$ cat src/inc/htf_regs.svh
// Function
// - Command write during data request aborts transfer
// - Alternate status mirrors status, keeps interrupt
// - Interrupt disable bit floats host interrupt
// - Programmed reset holds host interface reset
// - Head-three view select chooses loopback bit5
// - Loopback reads anytime, negative true, bit7 floats
// - Drive selects complementary from drive bit
// - Loopback bits 2-4 are inverted head bits
// - Loopback bit5 head3 or low current, inverted
// - Loopback bit6 is inverted write gate
// - Event flags clear on resets, bit4 special
// - Microcontroller read clears flags except bit7
// - Done flag sets on stop pointer match
// - Done flag mirrored in DMA control bit5
// - Overrun sets on strobe end while stalling
// - Reset flag sets and holds during reset
// - Bit7 is OR of formatter status bits
// - Host status read clears pending interrupt
// - Busy sets on command or programmed reset
`ifndef HTF_REGS_SVH
`define HTF_REGS_SVH
`define HTF_OFS_CMD 4'h7
`define HTF_OFS_CTL 4'he
`define HTF_OFS_DIN 4'hf
`define HTF_OFS_PORT1 4'h1
`define HTF_OFS_PORT2 4'h2
`define HTF_OFS_EVENTS 8'h50
`define HTF_FD_DMA 0
`define HTF_FD_IRQ_DIS 1
`define HTF_FD_RESET 2
`define HTF_FD_HEAD3 3
`define HTF_FEAT_DMA_ALLOW 4
`define HTF_MODE_DMA 3
`define HTF_MODE_XT 7
`define HTF_DRV_CTL_LOWCUR 3
`define HTF_DRV_CTL_HEAD3 4
`define HTF_DH_DRIVE 4
`define HTF_DH_HEAD3 3
`define HTF_DIN_DOE 8'h7f
`define HTF_FD_RESET_VAL 4'h0
`endif

$ cat src/inc/htf_pkg.sv
package htf_pkg;
    typedef struct packed {
        logic cs_n;
        logic rd_n;
        logic wr_n;
        logic [3:0] addr;
        logic [7:0] data;
    } htf_pin_t;
    typedef struct packed {
        logic fmt_any;
        logic rst_det;
        logic sel_det;
        logic ovr_det;
        logic done;
    } htf_events_t;
    typedef enum logic [1:0] {
        HTF_RD_NONE = 2'b00,
        HTF_RD_STAT = 2'b01,
        HTF_RD_ALT = 2'b10,
        HTF_RD_LOOP = 2'b11
    } htf_rdsel_t;
endpackage

$ cat src/hdl/htf_top.sv
`timescale 1ns/10ps
`include "htf_regs.svh"
module htf_top
    import htf_pkg::*;
#(
    parameter int PTR_W = 16
) (
    input wire logic CORE_CLK, // System clock
    input wire logic RST_B, // Chip reset
    input wire logic HOST_CS_B, // Host chip select pin
    input wire logic HOST_RD_B, // Host read strobe pin
    input wire logic HOST_WR_B, // Host write strobe pin
    input wire logic [3:0] HOST_ADDR, // Host register address pins
    input wire logic [7:0] HOST_DIN, // Host data bus in
    input wire logic HOST_BUS_RESET, // Host reset pin
    output logic [7:0] HOST_DOUT, // Host data bus out
    output logic [7:0] HOST_DOE, // Per-bit data drive enable
    output logic HOST_IRQ_OUT, // Host interrupt level
    output logic HOST_IRQ_OE, // Host interrupt drive enable
    output logic HOST_DMA_GATE, // Host DMA channel enable
    output logic HOST_IF_RESET, // Host interface reset, also to chained drive
    output logic CMD_START, // New command pulse
    output logic XFER_ABORT, // Abort transfer pulse
    output logic [7:0] CMD_CODE, // Last command byte
    output logic [7:0] STATUS_VIEW, // Status byte as host sees it
    input wire logic BUSY_CLR, // Firmware clears busy
    input wire logic [6:0] DRIVE_STAT, // Status bits 6..0, bit3 is transfer request
    input wire logic HOST_IRQ_REQ, // Firmware raises host interrupt
    input wire logic [7:0] DRIVE_HEAD, // Drive/head task register
    input wire logic [7:0] DRV0_CTL, // Drive 0 control register
    input wire logic [7:0] DRV1_CTL, // Drive 1 control register
    input wire logic [7:0] FEAT_CTL, // Feature control register
    input wire logic [7:0] MODE_CTL, // Host mode register
    input wire logic WRITE_GATE, // Live write gate to drive
    input wire logic [PTR_W-1:0] STOP_PTR, // Host stop pointer
    input wire logic [PTR_W-1:0] BUF_READ_PTR, // Buffer read pointer
    input wire logic [PTR_W-1:0] BUF_WRITE_PTR, // Buffer write pointer
    input wire logic XFER_IS_READ, // Read pointer is active
    input wire logic CHRDY_HOLD, // Device stalls host bus
    input wire logic [6:0] FMT_IRQ_STAT, // Formatter status bits
    input wire logic [7:0] MCU_ADDR, // Microcontroller address
    input wire logic MCU_RD, // Microcontroller read pulse
    output logic [7:0] MCU_RDATA, // Microcontroller read data
    output logic DMA_CTL_DONE // Done flag mirror
);

    htf_pin_t pin_in;
    htf_pin_t pin1_q;
    htf_pin_t pin2_q;
    logic hrst1_q;
    logic hrst2_q;
    logic rd3_q;
    logic wr3_q;
    logic cs3_q;
    logic [3:0] fd_q;
    logic [3:0] fd_d;
    logic busy_q;
    logic busy_d;
    logic irq_q;
    logic irq_d;
    logic eq_q;
    htf_events_t ev_q;
    htf_events_t ev_d;
    logic [7:0] dout_d;
    logic [7:0] doe_d;
    htf_rdsel_t rdsel;

    assign pin_in = '{cs_n: HOST_CS_B, rd_n: HOST_RD_B, wr_n: HOST_WR_B,
                      addr: HOST_ADDR, data: HOST_DIN};

    // Pins pass two flops before use
    always_ff @(posedge CORE_CLK or negedge RST_B) begin
        if (!RST_B) begin
            pin1_q <= '{cs_n: 1'b1, rd_n: 1'b1, wr_n: 1'b1, addr: 4'h0, data: 8'h00};
            pin2_q <= '{cs_n: 1'b1, rd_n: 1'b1, wr_n: 1'b1, addr: 4'h0, data: 8'h00};
            hrst1_q <= 1'b0;
            hrst2_q <= 1'b0;
            rd3_q <= 1'b1;
            wr3_q <= 1'b1;
            cs3_q <= 1'b1;
        end else begin
            pin1_q <= pin_in;
            pin2_q <= pin1_q;
            hrst1_q <= HOST_BUS_RESET;
            hrst2_q <= hrst1_q;
            rd3_q <= pin2_q.rd_n;
            wr3_q <= pin2_q.wr_n;
            cs3_q <= pin2_q.cs_n;
        end
    end

    wire xt_mode = MODE_CTL[`HTF_MODE_XT];
    wire transfer_request_flag = DRIVE_STAT[3];
    wire [3:0] a = pin2_q.addr;
    wire [7:0] wdata = pin2_q.data;
    // Strobe ends use chip select seen during the strobe
    wire wr_end = ~wr3_q & pin2_q.wr_n & ~cs3_q;
    wire rd_end = ~rd3_q & pin2_q.rd_n & ~cs3_q;
    wire rd_act = ~pin2_q.cs_n & ~pin2_q.rd_n;
    wire rd_start = rd_act & rd3_q;
    wire cmd_wr = wr_end & ~xt_mode & (a == `HTF_OFS_CMD);
    wire ctl_wr = wr_end & ~xt_mode & (a == `HTF_OFS_CTL);
    wire port1_wr = wr_end & xt_mode & (a == `HTF_OFS_PORT1);
    wire port2_wr = wr_end & xt_mode & (a == `HTF_OFS_PORT2);
    wire prog_rst = fd_q[`HTF_FD_RESET];
    wire host_rst = hrst2_q | prog_rst;
    wire rst_cond = host_rst | port1_wr;
    // Command taken only when idle or while data request is up
    wire cmd_take = cmd_wr & ~host_rst & (~busy_q | transfer_request_flag);
    wire abort = cmd_take & transfer_request_flag;
    wire [7:0] status = {busy_q, DRIVE_STAT};

    // Fixed-disk control; upper bits are don't care and not kept
    always_comb begin
        fd_d = fd_q;
        if (ctl_wr) begin
            fd_d = wdata[3:0];
        end
    end

    always_comb begin
        busy_d = busy_q;
        if (BUSY_CLR) begin
            busy_d = 1'b0;
        end
        if (host_rst | cmd_take) begin
            busy_d = 1'b1;
        end
    end

    // Host interrupt pending: set wins over the status-read clear
    always_comb begin
        irq_d = irq_q;
        if (rd_start & (rdsel == HTF_RD_STAT)) begin
            irq_d = 1'b0;
        end
        if (host_rst) begin
            irq_d = 1'b0;
        end
        if (HOST_IRQ_REQ) begin
            irq_d = 1'b1;
        end
    end

    // Read source; alternate status leaves the interrupt alone
    assign rdsel = ~rd_act ? HTF_RD_NONE :
                   (~xt_mode & (a == `HTF_OFS_CMD)) ? HTF_RD_STAT :
                   (~xt_mode & (a == `HTF_OFS_CTL)) ? HTF_RD_ALT :
                   (~xt_mode & (a == `HTF_OFS_DIN)) ? HTF_RD_LOOP :
                   HTF_RD_NONE;

    // Loopback view, all negative true
    wire drv = DRIVE_HEAD[`HTF_DH_DRIVE];
    wire [7:0] drv_ctl = drv ? DRV1_CTL : DRV0_CTL;
    wire head3_view_select = fd_q[`HTF_FD_HEAD3] | drv_ctl[`HTF_DRV_CTL_HEAD3];
    wire drive_sel0_n = drv;
    wire drive_sel1_n = ~drv;
    wire [2:0] head_n = ~DRIVE_HEAD[2:0];
    wire head3_or_low_current_n = head3_view_select ? ~DRIVE_HEAD[`HTF_DH_HEAD3] :
                                  ~drv_ctl[`HTF_DRV_CTL_LOWCUR];
    wire write_gate_view_n = ~WRITE_GATE;
    wire [7:0] loopback = {1'b0, write_gate_view_n, head3_or_low_current_n,
                           head_n, drive_sel1_n, drive_sel0_n};

    always_comb begin
        case (rdsel)
            HTF_RD_STAT: begin
                dout_d = status;
                doe_d = 8'hff;
            end
            HTF_RD_ALT: begin
                dout_d = status;
                doe_d = 8'hff;
            end
            HTF_RD_LOOP: begin
                dout_d = loopback;
                doe_d = `HTF_DIN_DOE;
            end
            default: begin
                dout_d = 8'h00;
                doe_d = 8'h00;
            end
        endcase
    end

    // Event flags
    wire [PTR_W-1:0] act_ptr = XFER_IS_READ ? BUF_READ_PTR : BUF_WRITE_PTR;
    wire ptr_eq = (act_ptr == STOP_PTR);
    wire done_set = ptr_eq & ~eq_q;
    wire ovr_set = CHRDY_HOLD & (wr_end | rd_end);
    wire sel_set = xt_mode ? port2_wr : cmd_wr;
    wire mcu_clr = MCU_RD & (MCU_ADDR == `HTF_OFS_EVENTS);

    always_comb begin
        ev_d = ev_q;
        ev_d.fmt_any = |FMT_IRQ_STAT;
        if (mcu_clr) begin
            ev_d.done = 1'b0;
            ev_d.ovr_det = 1'b0;
            ev_d.sel_det = 1'b0;
            ev_d.rst_det = 1'b0;
        end
        if (done_set) begin
            ev_d.done = 1'b1;
        end
        if (ovr_set) begin
            ev_d.ovr_det = 1'b1;
        end
        if (sel_set) begin
            ev_d.sel_det = 1'b1;
        end
        if (host_rst) begin
            ev_d.done = 1'b0;
            ev_d.ovr_det = 1'b0;
            ev_d.sel_det = 1'b0;
        end
        if (rst_cond) begin
            ev_d.rst_det = 1'b1;
        end
    end

    // Chip reset clears everything; a held host reset sets bit4 again
    always_ff @(posedge CORE_CLK or negedge RST_B) begin
        if (!RST_B) begin
            ev_q <= '0;
            eq_q <= 1'b0;
        end else begin
            ev_q <= ev_d;
            eq_q <= ptr_eq;
        end
    end

    always_ff @(posedge CORE_CLK or negedge RST_B) begin
        if (!RST_B) begin
            fd_q <= `HTF_FD_RESET_VAL;
            busy_q <= 1'b1;
            irq_q <= 1'b0;
        end else begin
            fd_q <= fd_d;
            busy_q <= busy_d;
            irq_q <= irq_d;
        end
    end

    always_ff @(posedge CORE_CLK or negedge RST_B) begin
        if (!RST_B) begin
            HOST_DOUT <= 8'h00;
            HOST_DOE <= 8'h00;
            HOST_IRQ_OUT <= 1'b0;
            HOST_IRQ_OE <= 1'b0;
            HOST_DMA_GATE <= 1'b0;
            HOST_IF_RESET <= 1'b1;
        end else begin
            HOST_DOUT <= dout_d;
            HOST_DOE <= doe_d;
            HOST_IRQ_OUT <= irq_q;
            HOST_IRQ_OE <= ~fd_q[`HTF_FD_IRQ_DIS];
            HOST_DMA_GATE <= fd_q[`HTF_FD_DMA] & FEAT_CTL[`HTF_FEAT_DMA_ALLOW]
                             & MODE_CTL[`HTF_MODE_DMA];
            HOST_IF_RESET <= host_rst;
        end
    end

    always_ff @(posedge CORE_CLK or negedge RST_B) begin
        if (!RST_B) begin
            CMD_START <= 1'b0;
            XFER_ABORT <= 1'b0;
            CMD_CODE <= 8'h00;
            STATUS_VIEW <= 8'h80;
            MCU_RDATA <= 8'h00;
            DMA_CTL_DONE <= 1'b0;
        end else begin
            CMD_START <= cmd_take;
            XFER_ABORT <= abort;
            if (cmd_take) begin
                CMD_CODE <= wdata;
            end
            STATUS_VIEW <= status;
            // Reserved bits 3, 5, 6 always zero
            // Summary bit follows the formatter flags live, not a cycle late
            MCU_RDATA <= mcu_clr ? {ev_d.fmt_any, 2'b00, ev_q.rst_det, 1'b0,
                                    ev_q.sel_det, ev_q.ovr_det, ev_q.done} : 8'h00;
            DMA_CTL_DONE <= ev_d.done;
        end
    end

endmodule

$ cat config.mk
export PLATFORM = sky130hd
export DESIGN_NAME = htf_top
export DESIGN_NICKNAME = d
export VERILOG_FILES = /design/src/inc/htf_pkg.sv /design/src/hdl/htf_top.sv
export VERILOG_INCLUDE_DIRS = /design/src /design/src/inc
export SDC_FILE = /design/constraint.sdc
export NUM_CORES = 1
export LEC_CHECK = 0
export BUFFER_PORTS_ARGS = -buffer_cell sky130_fd_sc_hd__buf_4
export CORE_MARGIN = 3
export CORE_UTILIZATION = 35
export CTS_BUF_LIST = sky130_fd_sc_hd__clkbuf_8
export CTS_CLUSTER_SIZE = 14
export DETAILED_ROUTE_END_ITERATION = 16
export GPL_ROUTABILITY_DRIVEN = 0
export PLACE_DENSITY = 0.71
export SLEW_MARGIN = 10
export SYNTH_ARGS = -nofsm -noshare
export SYNTH_HDL_FRONTEND = slang
export SYNTH_SLANG_ARGS = --single-unit
$ cat constraint.sdc
create_clock -name CORE_CLK -period 5.6 [get_ports CORE_CLK]
set_clock_uncertainty 0.15 [all_clocks]
set_input_delay 1.68 -clock CORE_CLK [delete_from_list [all_inputs] [get_ports CORE_CLK]]
set_output_delay 1.68 -clock CORE_CLK [all_outputs]
set_load 0.05 [all_outputs]
==> results of run 1 <==
-- state kept, by name (all words and copies together), names as in the netlist, 2 cells and up --
register / cells
CMD_CODE: 8
HOST_DOE: 2
HOST_DOUT: 8
MCU_RDATA: 5
STATUS_VIEW: 8
a: 4
ev_q: 3
fd_q: 4
pin1_q: 15
pin2_q: 3
wdata: 8
-- final cells by class --
type	count	area (um^2)
repair buffers	149	1120
fillers	760	4220
multi-input cells	122	950
clock buffers	9	124
well taps	108	135
inverters	7	26.3
clock inverters	7	96.3
flip-flops and latches	83	2090
-- power breakdown --
| part | internal [uW] | switching (uW) | leakage [uW] |
|---|---|---|---|
| clock | 220 | 237 | 0.000108 |
| sequential | 627 | 12.1 | 0.00102 |
| combinational | 78.3 | 82.0 | 0.00117 |
| total | 925 | 332 | 0.00230 |
-- cell families after synthesis --
logic type / count (synthesis) / synth area share (%)
muxes: 29 / 9.67
other: 1 / 0.119
adders and majority gates: 3 / 1.19
and+or+nand+nor: 51 / 9.90
xor gates and xnor gates: 16 / 4.44
DFF: 83 / 66.2
buffers and inverters: 20 / 3.92
AOI/OAI and AO/OA: 20 / 4.52
-- metrics by stage --
step | total power [uW] | cell area, um^2 | hold WS (ps) | util, % | std cells
finish | 1260 | 4540 | 200 | 51.8 | 485
CTS | 1270 | 4540 | 205 | 51.8 | 485
global route | 1320 | 4540 | 207 | 51.8 | 485
floorplan | 724 | 3170 | 181 | - | 225
detailed placement | 814 | 4320 | 185 | 49.3 | 469
global placement | 809 | 4320 | 182 | 49.3 | 469
-- placed cells by master, fill, tap and decap left out, types with 2 or more instances in the layout --
cell	synthesis	routed
o21ai_0	2	2
xor2_1	16	16
buf_4	9	149
and2_1	4	4
dfrtp_1	71	71
ha_1	3	3
conb_1	1	3
a32oi_1	2	2
nand4_1	5	5
inv_8	0	3
clkbuf_8	0	9
inv_1	7	7
nand2b_1	6	6
nor4_1	2	2
nor3_1	3	3
mux2i_1	17	17
dfstp_2	12	12
nor4b_4	2	2
a21oi_1	8	8
and3_1	2	2
nand2_1	12	12
mux2_2	12	12
nor2_1	8	8
-- metal layers --
metal | wire length (um) | up-vias | track usage [%]
met5 | 0 | - | 0
met4 | 189 | 0 | 6.75
met3 | 388 | 13 | 3.60
met2 | 3910 | 69 | 24.6
met1 | 2610 | 1052 | 15.8
li1 | - | 1046 | -
-- worst max path at each step --
stage,start,endpoint,slack (ps),cells past startpoint
2_1_floorplan,MODE_CTL[7],CMD_CODE[0],2410,4
4_1_cts,MODE_CTL[7],CMD_CODE[7],2500,5
3_5_place_dp,MODE_CTL[7],CMD_CODE[0],2100,5
3_3_place_gp,MODE_CTL[7],CMD_CODE[0],2130,5
6_report,MODE_CTL[7],CMD_CODE[0],2460,5
5_1_grt,MODE_CTL[7],HOST_DOUT[6],2440,7
-- worst reg2reg max path: stages (launching register included) --
cell     delay [ps]
dfrtp_1         390
nor2_1          240
inv_1           190
or3_4           430
a21oi_4         360
mux2_2          390
==> results.cfg, run 1 <==
[run_status]
status = complete, no violations

[sta]
max_slew_margin_pct = 34.9
hold_viol = 0
worst_slack_ps = 2460
fin_tns_setup_ps = 0
tightest_slew_ps = 977
finalSetupViolCount = 0
slew_viol_final = 0
timing.fmax_ghz = 0.319
rsz0062_at_grt = no
min_period_ps = 3140
finalCritPeriodShare_pct = 56.0

[power_and_ir_drop]
leakagePower_uw = 0.00230
powerDensity_mw_per_mm2 = 277
ir_drop_v = 0.000237

[cells_and_area]
diodes = 0
drive_gt1_share_pct = 52.0
syn_to_final_growth_pct = 43.8
fin_nets = 509

[cts]
cts-root-buf = clkbuf_8
cts_sinks = 83
cts_resized = 0
ctsLongestPathBuffers = 2
clk_latency_ps = 350
cts_tree = yes
postCtsSetupRepairBufs = 0
path_clk_slew_ps = 90
hold_buffers = 0
htree_levels = 3
numCtsBuffers = 9

[worst_setup_path]
required_ps = 5700
crit_path_max_incr_delay_ps = 450
crit_buf_inv = 1
worstSetupEndpointType = flop
cp-start-kind = input port
slowest_stage = or3_4
r2r_slack_ps = 3350
r2r_cells = 5
r2r-end = CMD_CODE[0]
reg2reg_from = fd_q[2]
crit_family = simple AND/OR/NAND/NOR gates
crit_chain = buf_4 -> nand3b_1 -> or3_4 -> a21oi_4 -> mux2_2
critical_path_class = input port to flop
cp_data_arrival_time_ps = 3230
crit_path_max_fanout = 10

[die]
die_x_um = 101
die-area_mm2 = 0.0102
die_h_um = 101
start_util_pct = 36.0
placementRows = 34
io_pins = 181
placeableCoreArea_mm2 = 0.00876

[logic_synthesis]
synth.most_common_cell = dfrtp_1
ys.flop_type = dfrtp_1
synth_top_area_cell = dfrtp_1
synth-edff-count = 0
synth_cell_types = 38
yosys-top-cells-area = dfrtp_1, dfstp_2, mux2i_1
syn-cell-area_mm2 = 0.00316
seq_area_frac_synth_pct = 66.2
syn_avg_cell_area_um2 = 14.2
yosys_warnings = 0
yosys_register_bits = 83
syn-instance-count = 223
synthArstFlopShare_pct = 100
yosysTopAreaCellShare_pct = 56.3
synth_common_cells = dfrtp_1, mux2i_1, xor2_1

[routing]
first_iter_violations = 75
drt-total-wl_um = 7100
vias = 2180
drt_pass1_iterations = 4
post_drt_wl_per_cell_um = 14.6
viasPerCell = 4.49
antenna_left = 0
drc = 0

[global_routing]
grt_pass1_wl_um = 11000
antenna_found_initial = 0
grt_max_degree = 84
grt_pass1_vias = 2382
overflow = 0
grt_use_total_pct = 14.0

[job]
max_cap_violations = 0

[placement]
dp_hpwl_um = 5550
portBuffers = 149
dpl_worst_slack_ps = 2100

[hold_path]
holdCritStartpoint = pin1_q[9]
hold_end = a[1]
hold_depth = 0
hp-class = flop to flop
(Power assumes the default switching activity.)
==> run 2: changes to the inputs <==
--- a/config.mk
+++ b/config.mk
@@ -13,7 +13,7 @@
 export CTS_CLUSTER_SIZE = 14
 export DETAILED_ROUTE_END_ITERATION = 16
 export GPL_ROUTABILITY_DRIVEN = 0
-export PLACE_DENSITY = 0.71
+export PLACE_DENSITY = 0.74
 export SLEW_MARGIN = 10
 export SYNTH_ARGS = -nofsm -noshare
 export SYNTH_HDL_FRONTEND = slang
==> constraint.sdc (replaced) <==
create_clock -name CORE_CLK -period 2.62 [get_ports CORE_CLK]
set_clock_uncertainty 0.15 [all_clocks]
set_input_delay 0.786 -clock CORE_CLK [delete_from_list [all_inputs] [get_ports CORE_CLK]]
set_output_delay 0.786 -clock CORE_CLK [all_outputs]
set_load 0.05 [all_outputs]
==> results.cfg, run 2 (synthesis results as in run 1) <==
[run_status]
status = complete, no violations

[cts]
cts-root-buf = clkbuf_8
numCtsBuffers = 9
ctsLongestPathBuffers = 2
clk_latency_ps = 350
cts_resized = 0
path_clk_slew_ps = 90
hold_buffers = 0
cts_sinks = 83
postCtsSetupRepairBufs = 0
htree_levels = 3
cts_tree = yes

[worst_setup_path]
crit_buf_inv = 0
crit_path_max_incr_delay_ps = 550
r2r_slack_ps = 420
crit_chain = nor4b_4 -> nand2_1 -> or3_4 -> a21oi_4 -> mux2_2
crit_family = simple AND/OR/NAND/NOR gates
cp.depth = 5
reg2reg_from = pin2_q[12]
worstSetupEndpointType = flop
r2r_cells = 5
r2r-end = CMD_CODE[3]
required_ps = 2710
cp-start-kind = flop
crit_path_max_fanout = 10
slowest_stage = dfstp_2
critical_path_class = flop to flop
cp_data_arrival_time_ps = 2290

[hold_path]
hold_end = wdata[1]
hold_depth = 0
holdCritStartpoint = pin1_q[1]
hp-class = flop to flop

[sta]
max_slew_margin_pct = 65.6
finalCritPeriodShare_pct = 84.0
rsz0062_at_grt = no
fin_tns_setup_ps = 0
finalSetupViolCount = 0
min_period_ps = 2200
slew_viol_final = 0
hold_viol = 0
tightest_slew_ps = 516
timing.fmax_ghz = 0.454
holdWs_ps = 204

[die]
placeableCoreArea_mm2 = 0.00876
die-area_mm2 = 0.0102
placementRows = 34
die_x_um = 101
io_pins = 181
die_h_um = 101
start_util_pct = 36.0

[cells_and_area]
fin_nets = 514
syn_to_final_growth_pct = 45.8
layout_common_cells = buf_4, dfrtp_1, mux2i_1
multi_input_area_um2 = 950
top_register = pin1_q
seqCellArea_mm2 = 0.00209
drive_gt1_share_pct = 52.6
layout_commonest_cell = buf_4
largest_reg_flops = 15
diodes = 0
utilization_pct = 52.5
n_fill_cell = 776

[placement]
dp_hpwl_um = 5510
portBuffers = 149

[global_routing]
grt_pass1_wl_um = 10900
antenna_found_initial = 0
overflow = 0
grt_use_total_pct = 13.9
grt_pass1_vias = 2298
grt_max_degree = 41

[routing]
drt-total-wl_um = 6980
vias = 2174
drt_pass1_iterations = 4
antenna_left = 0
viasPerCell = 4.44
drc = 0
first_iter_violations = 74
post_drt_wl_per_cell_um = 14.2

[power_and_ir_drop]
leakagePower_uw = 0.00234
ir_drop_v = 0.000466
powerDensity_mw_per_mm2 = 596

[job]
max_cap_violations = 0
[run 2: where the power goes]
group	total, uW	switching [uW]	internal (uW)	leakage [uW]
logic	351	178	173	0.00120
registers	1370	24.7	1340	0.00102
clock network	1030	472	556	0.000118
total	2740	674	2070	0.00234
[run 2: worst max path at each step]
stage           startpoint           to  slack (ps)
6_report        pin2_q[12]  CMD_CODE[3]         420
5_1_grt         pin2_q[12]  CMD_CODE[7]         300
4_1_cts         pin2_q[12]  CMD_CODE[3]         380
3_5_place_dp   MODE_CTL[7]  CMD_CODE[3]          80
3_3_place_gp   MODE_CTL[7]  CMD_CODE[4]         110
2_1_floorplan  MODE_CTL[7]  CMD_CODE[0]         330
[run 2: worst reg2reg max path, delay by kind of cell, from the launching register on]
family	cells	cell delay, ps
AOI/OAI and AO/OA	1	320
DFF	1	550
and+or+nand+nor	3	690
muxes	1	390
[run 2: metal layers]
layer / routed length [um] / GRT usage, %
met1: 2620 / 16.6
met2: 3880 / 24.3
met3: 403 / 3.94
met4: 76 / 4.40
met5: 0 / 0
[run 2: stage by stage]
| stage | cells | cell area [um^2] | total power (uW) | setup WS, ps |
|---|---|---|---|---|
| after floorplan | 225 | 3170 | 1550 | 328 |
| after global placement | 474 | 4370 | 1740 | 110 |
| after detailed placement | 474 | 4370 | 1750 | 80.4 |
| after CTS | 490 | 4600 | 2790 | 382 |
| after global routing | 490 | 4600 | 2870 | 296 |
| final | 490 | 4600 | 2740 | 418 |
[run 2: area by class of cell]
type                            count  share of cell area (%)
Tap cell                          108                    2.93
Clock buffer                        9                    2.69
Multi-Input combinational cell    122                    20.6
Inverter                            7                   0.571
Sequential cell                    83                    45.4
Timing Repair Buffer              154                    25.4
Clock inverter                      7                    2.36
==> run 3: changes to the inputs <==
==> constraint.sdc (replaced) <==
create_clock -name CORE_CLK -period 2 [get_ports CORE_CLK]
set_clock_uncertainty 0.15 [all_clocks]
set_input_delay 0.6 -clock CORE_CLK [delete_from_list [all_inputs] [get_ports CORE_CLK]]
set_output_delay 0.6 -clock CORE_CLK [all_outputs]
set_load 0.05 [all_outputs]
==> results.cfg, run 3 (synthesis results as in run 1) <==
[worst_setup_path]
critical_path_class = flop to flop
required_ps = 2100
cp-start-kind = flop
r2r_slack_ps = -170
r2r-end = CMD_CODE[3]
crit_chain = nor4b_4 -> nand2_1 -> or3_4 -> a21oi_4 -> buf_12 -> mux2_2
cp_data_arrival_time_ps = 2270
r2r_cells = 6
crit_path_max_fanout = 9
startpoint = pin2_q[12]
slowest_stage = dfstp_2
crit_path_max_incr_delay_ps = 550
worstSetupEndpointType = flop
reg2reg_from = pin2_q[12]

[cells_and_area]
top_register = pin1_q
diodes = 0
syn_to_final_growth_pct = 50.4
largest_reg_flops = 15
fin_nets = 534
drive_gt1_share_pct = 55.5
layout_common_cells = buf_4, dfrtp_1, mux2i_1, xor2_1
layout_commonest_cell = buf_4

[sta]
finalCritPeriodShare_pct = 109
finalSetupViolCount = 8
holdWs_ps = 193
fin_tns_setup_ps = -1330
hold_viol = 0
min_period_ps = 2170
timing.fmax_ghz = 0.461
rsz0062_at_grt = yes
slew_viol_final = 0
worst_slack_ps = -171

[routing]
drt-total-wl_um = 7080
vias = 2254
first_iter_violations = 56
viasPerCell = 4.42
drc = 0
antenna_left = 0
drt_pass1_iterations = 4
post_drt_wl_per_cell_um = 13.9

[job]
max_cap_violations = 0

[die]
start_util_pct = 36.0
placementRows = 34
die_h_um = 101
die-area_mm2 = 0.0102
die_x_um = 101
placeableCoreArea_mm2 = 0.00876
io_pins = 181

[power_and_ir_drop]
leakagePower_uw = 0.00242
seqPwrFrac_pct = 52.7
p_int_uw = 2480
p_switching_uw = 913
ir_drop_v = 0.000502
p_clk_share_pct = 33.1
swShare_pct = 26.9
powerDensity_mw_per_mm2 = 714
pwr-share-comb_pct = 14.2

[global_routing]
overflow = 0
grt_pass1_wl_um = 10900
grt_max_degree = 39
grt_use_total_pct = 13.7
antenna_found_initial = 0
grt_pass1_vias = 2358

[cts]
cts_sinks = 83
cts-root-buf = clkbuf_8
htree_levels = 3
clk_latency_ps = 350
numCtsBuffers = 9
path_clk_slew_ps = 90
cts_tree = yes
ctsLongestPathBuffers = 2

[placement]
portBuffers = 149
dp_hpwl_um = 5580

[hold_path]
hold_end = pin1_q[1]
hp-class = input port to flop
hold_depth = 1
holdCritStartpoint = HOST_DIN[1]

[run_status]
violations = setup timing
status = finished, violations left
run 3: worst max path at each step:
stage,end,slack (ps),cells after the start
after detailed placement,DMA_CTL_DONE,-280,7
final,CMD_CODE[3],-170,6
after global routing,CMD_CODE[7],-220,6
after floorplan,CMD_CODE[0],-70,5
after CTS,CMD_CODE[3],-180,6
after global placement,DMA_CTL_DONE,-240,7
run 3: metal layers:
layer / GRT usage [%] / part of all wire (%) / up-vias
met5: 0 / 0 / -
met4: 5.32 / 2.0 / 0
met3: 3.39 / 5.8 / 15
met2: 23.5 / 53 / 68
met1: 16.6 / 39 / 1067
li1: - / - / 1104
run 3: critical path, delay by kind of cell (launching register included):
kind | cells | cell delay [ps]
buffers and inverters | 1 | 150
flip-flops | 1 | 550
AO/OA/AOI/OAI | 1 | 160
AND/OR/NAND/NOR | 3 | 730
multiplexers | 1 | 320
run 3: metrics by stage:
| stage | util [%] | worst slack (ps) | power (uW) | instances | area, um^2 |
|---|---|---|---|---|---|
| after global routing | 54.2 | -224 | 3550 | 510 | 4750 |
| after CTS | 53.9 | -180 | 3430 | 508 | 4720 |
| after detailed placement | 51.4 | -283 | 2300 | 489 | 4500 |
| final | 54.2 | -171 | 3390 | 510 | 4750 |
| after global placement | 51.4 | -241 | 2290 | 489 | 4500 |
| after floorplan | - | -65.2 | 2030 | 225 | 3170 |
run 3: final cells by class:
cell class	instances	area (um^2)
clock buffers	9	124
multi-input cells	122	971
inverters	7	26.3
fillers	742	4020
well taps	108	135
repair buffers	174	1340
clock inverters	7	62.6
flip-flops and latches	83	2090
run 3: power groups by stage:
stage	combinational, uW	clock [uW]	sequential (uW)
final	482	1120	1790
after global routing	520	1230	1800
after CTS	484	1160	1790
after detailed placement	479	0	1820
after global placement	468	0	1820
after floorplan	135	0	1890
run 3: timing repair:
action / 4_1_cts / 5_1_grt
pin swaps: 0 / 1
hold buffers: 1 / 0
setup buffers: 2 / 2
resized for setup: 2 / 3
hold endpoints to repair: 18 / 0
cloned: 0 / 0
setup endpoints to repair: 11 / 10
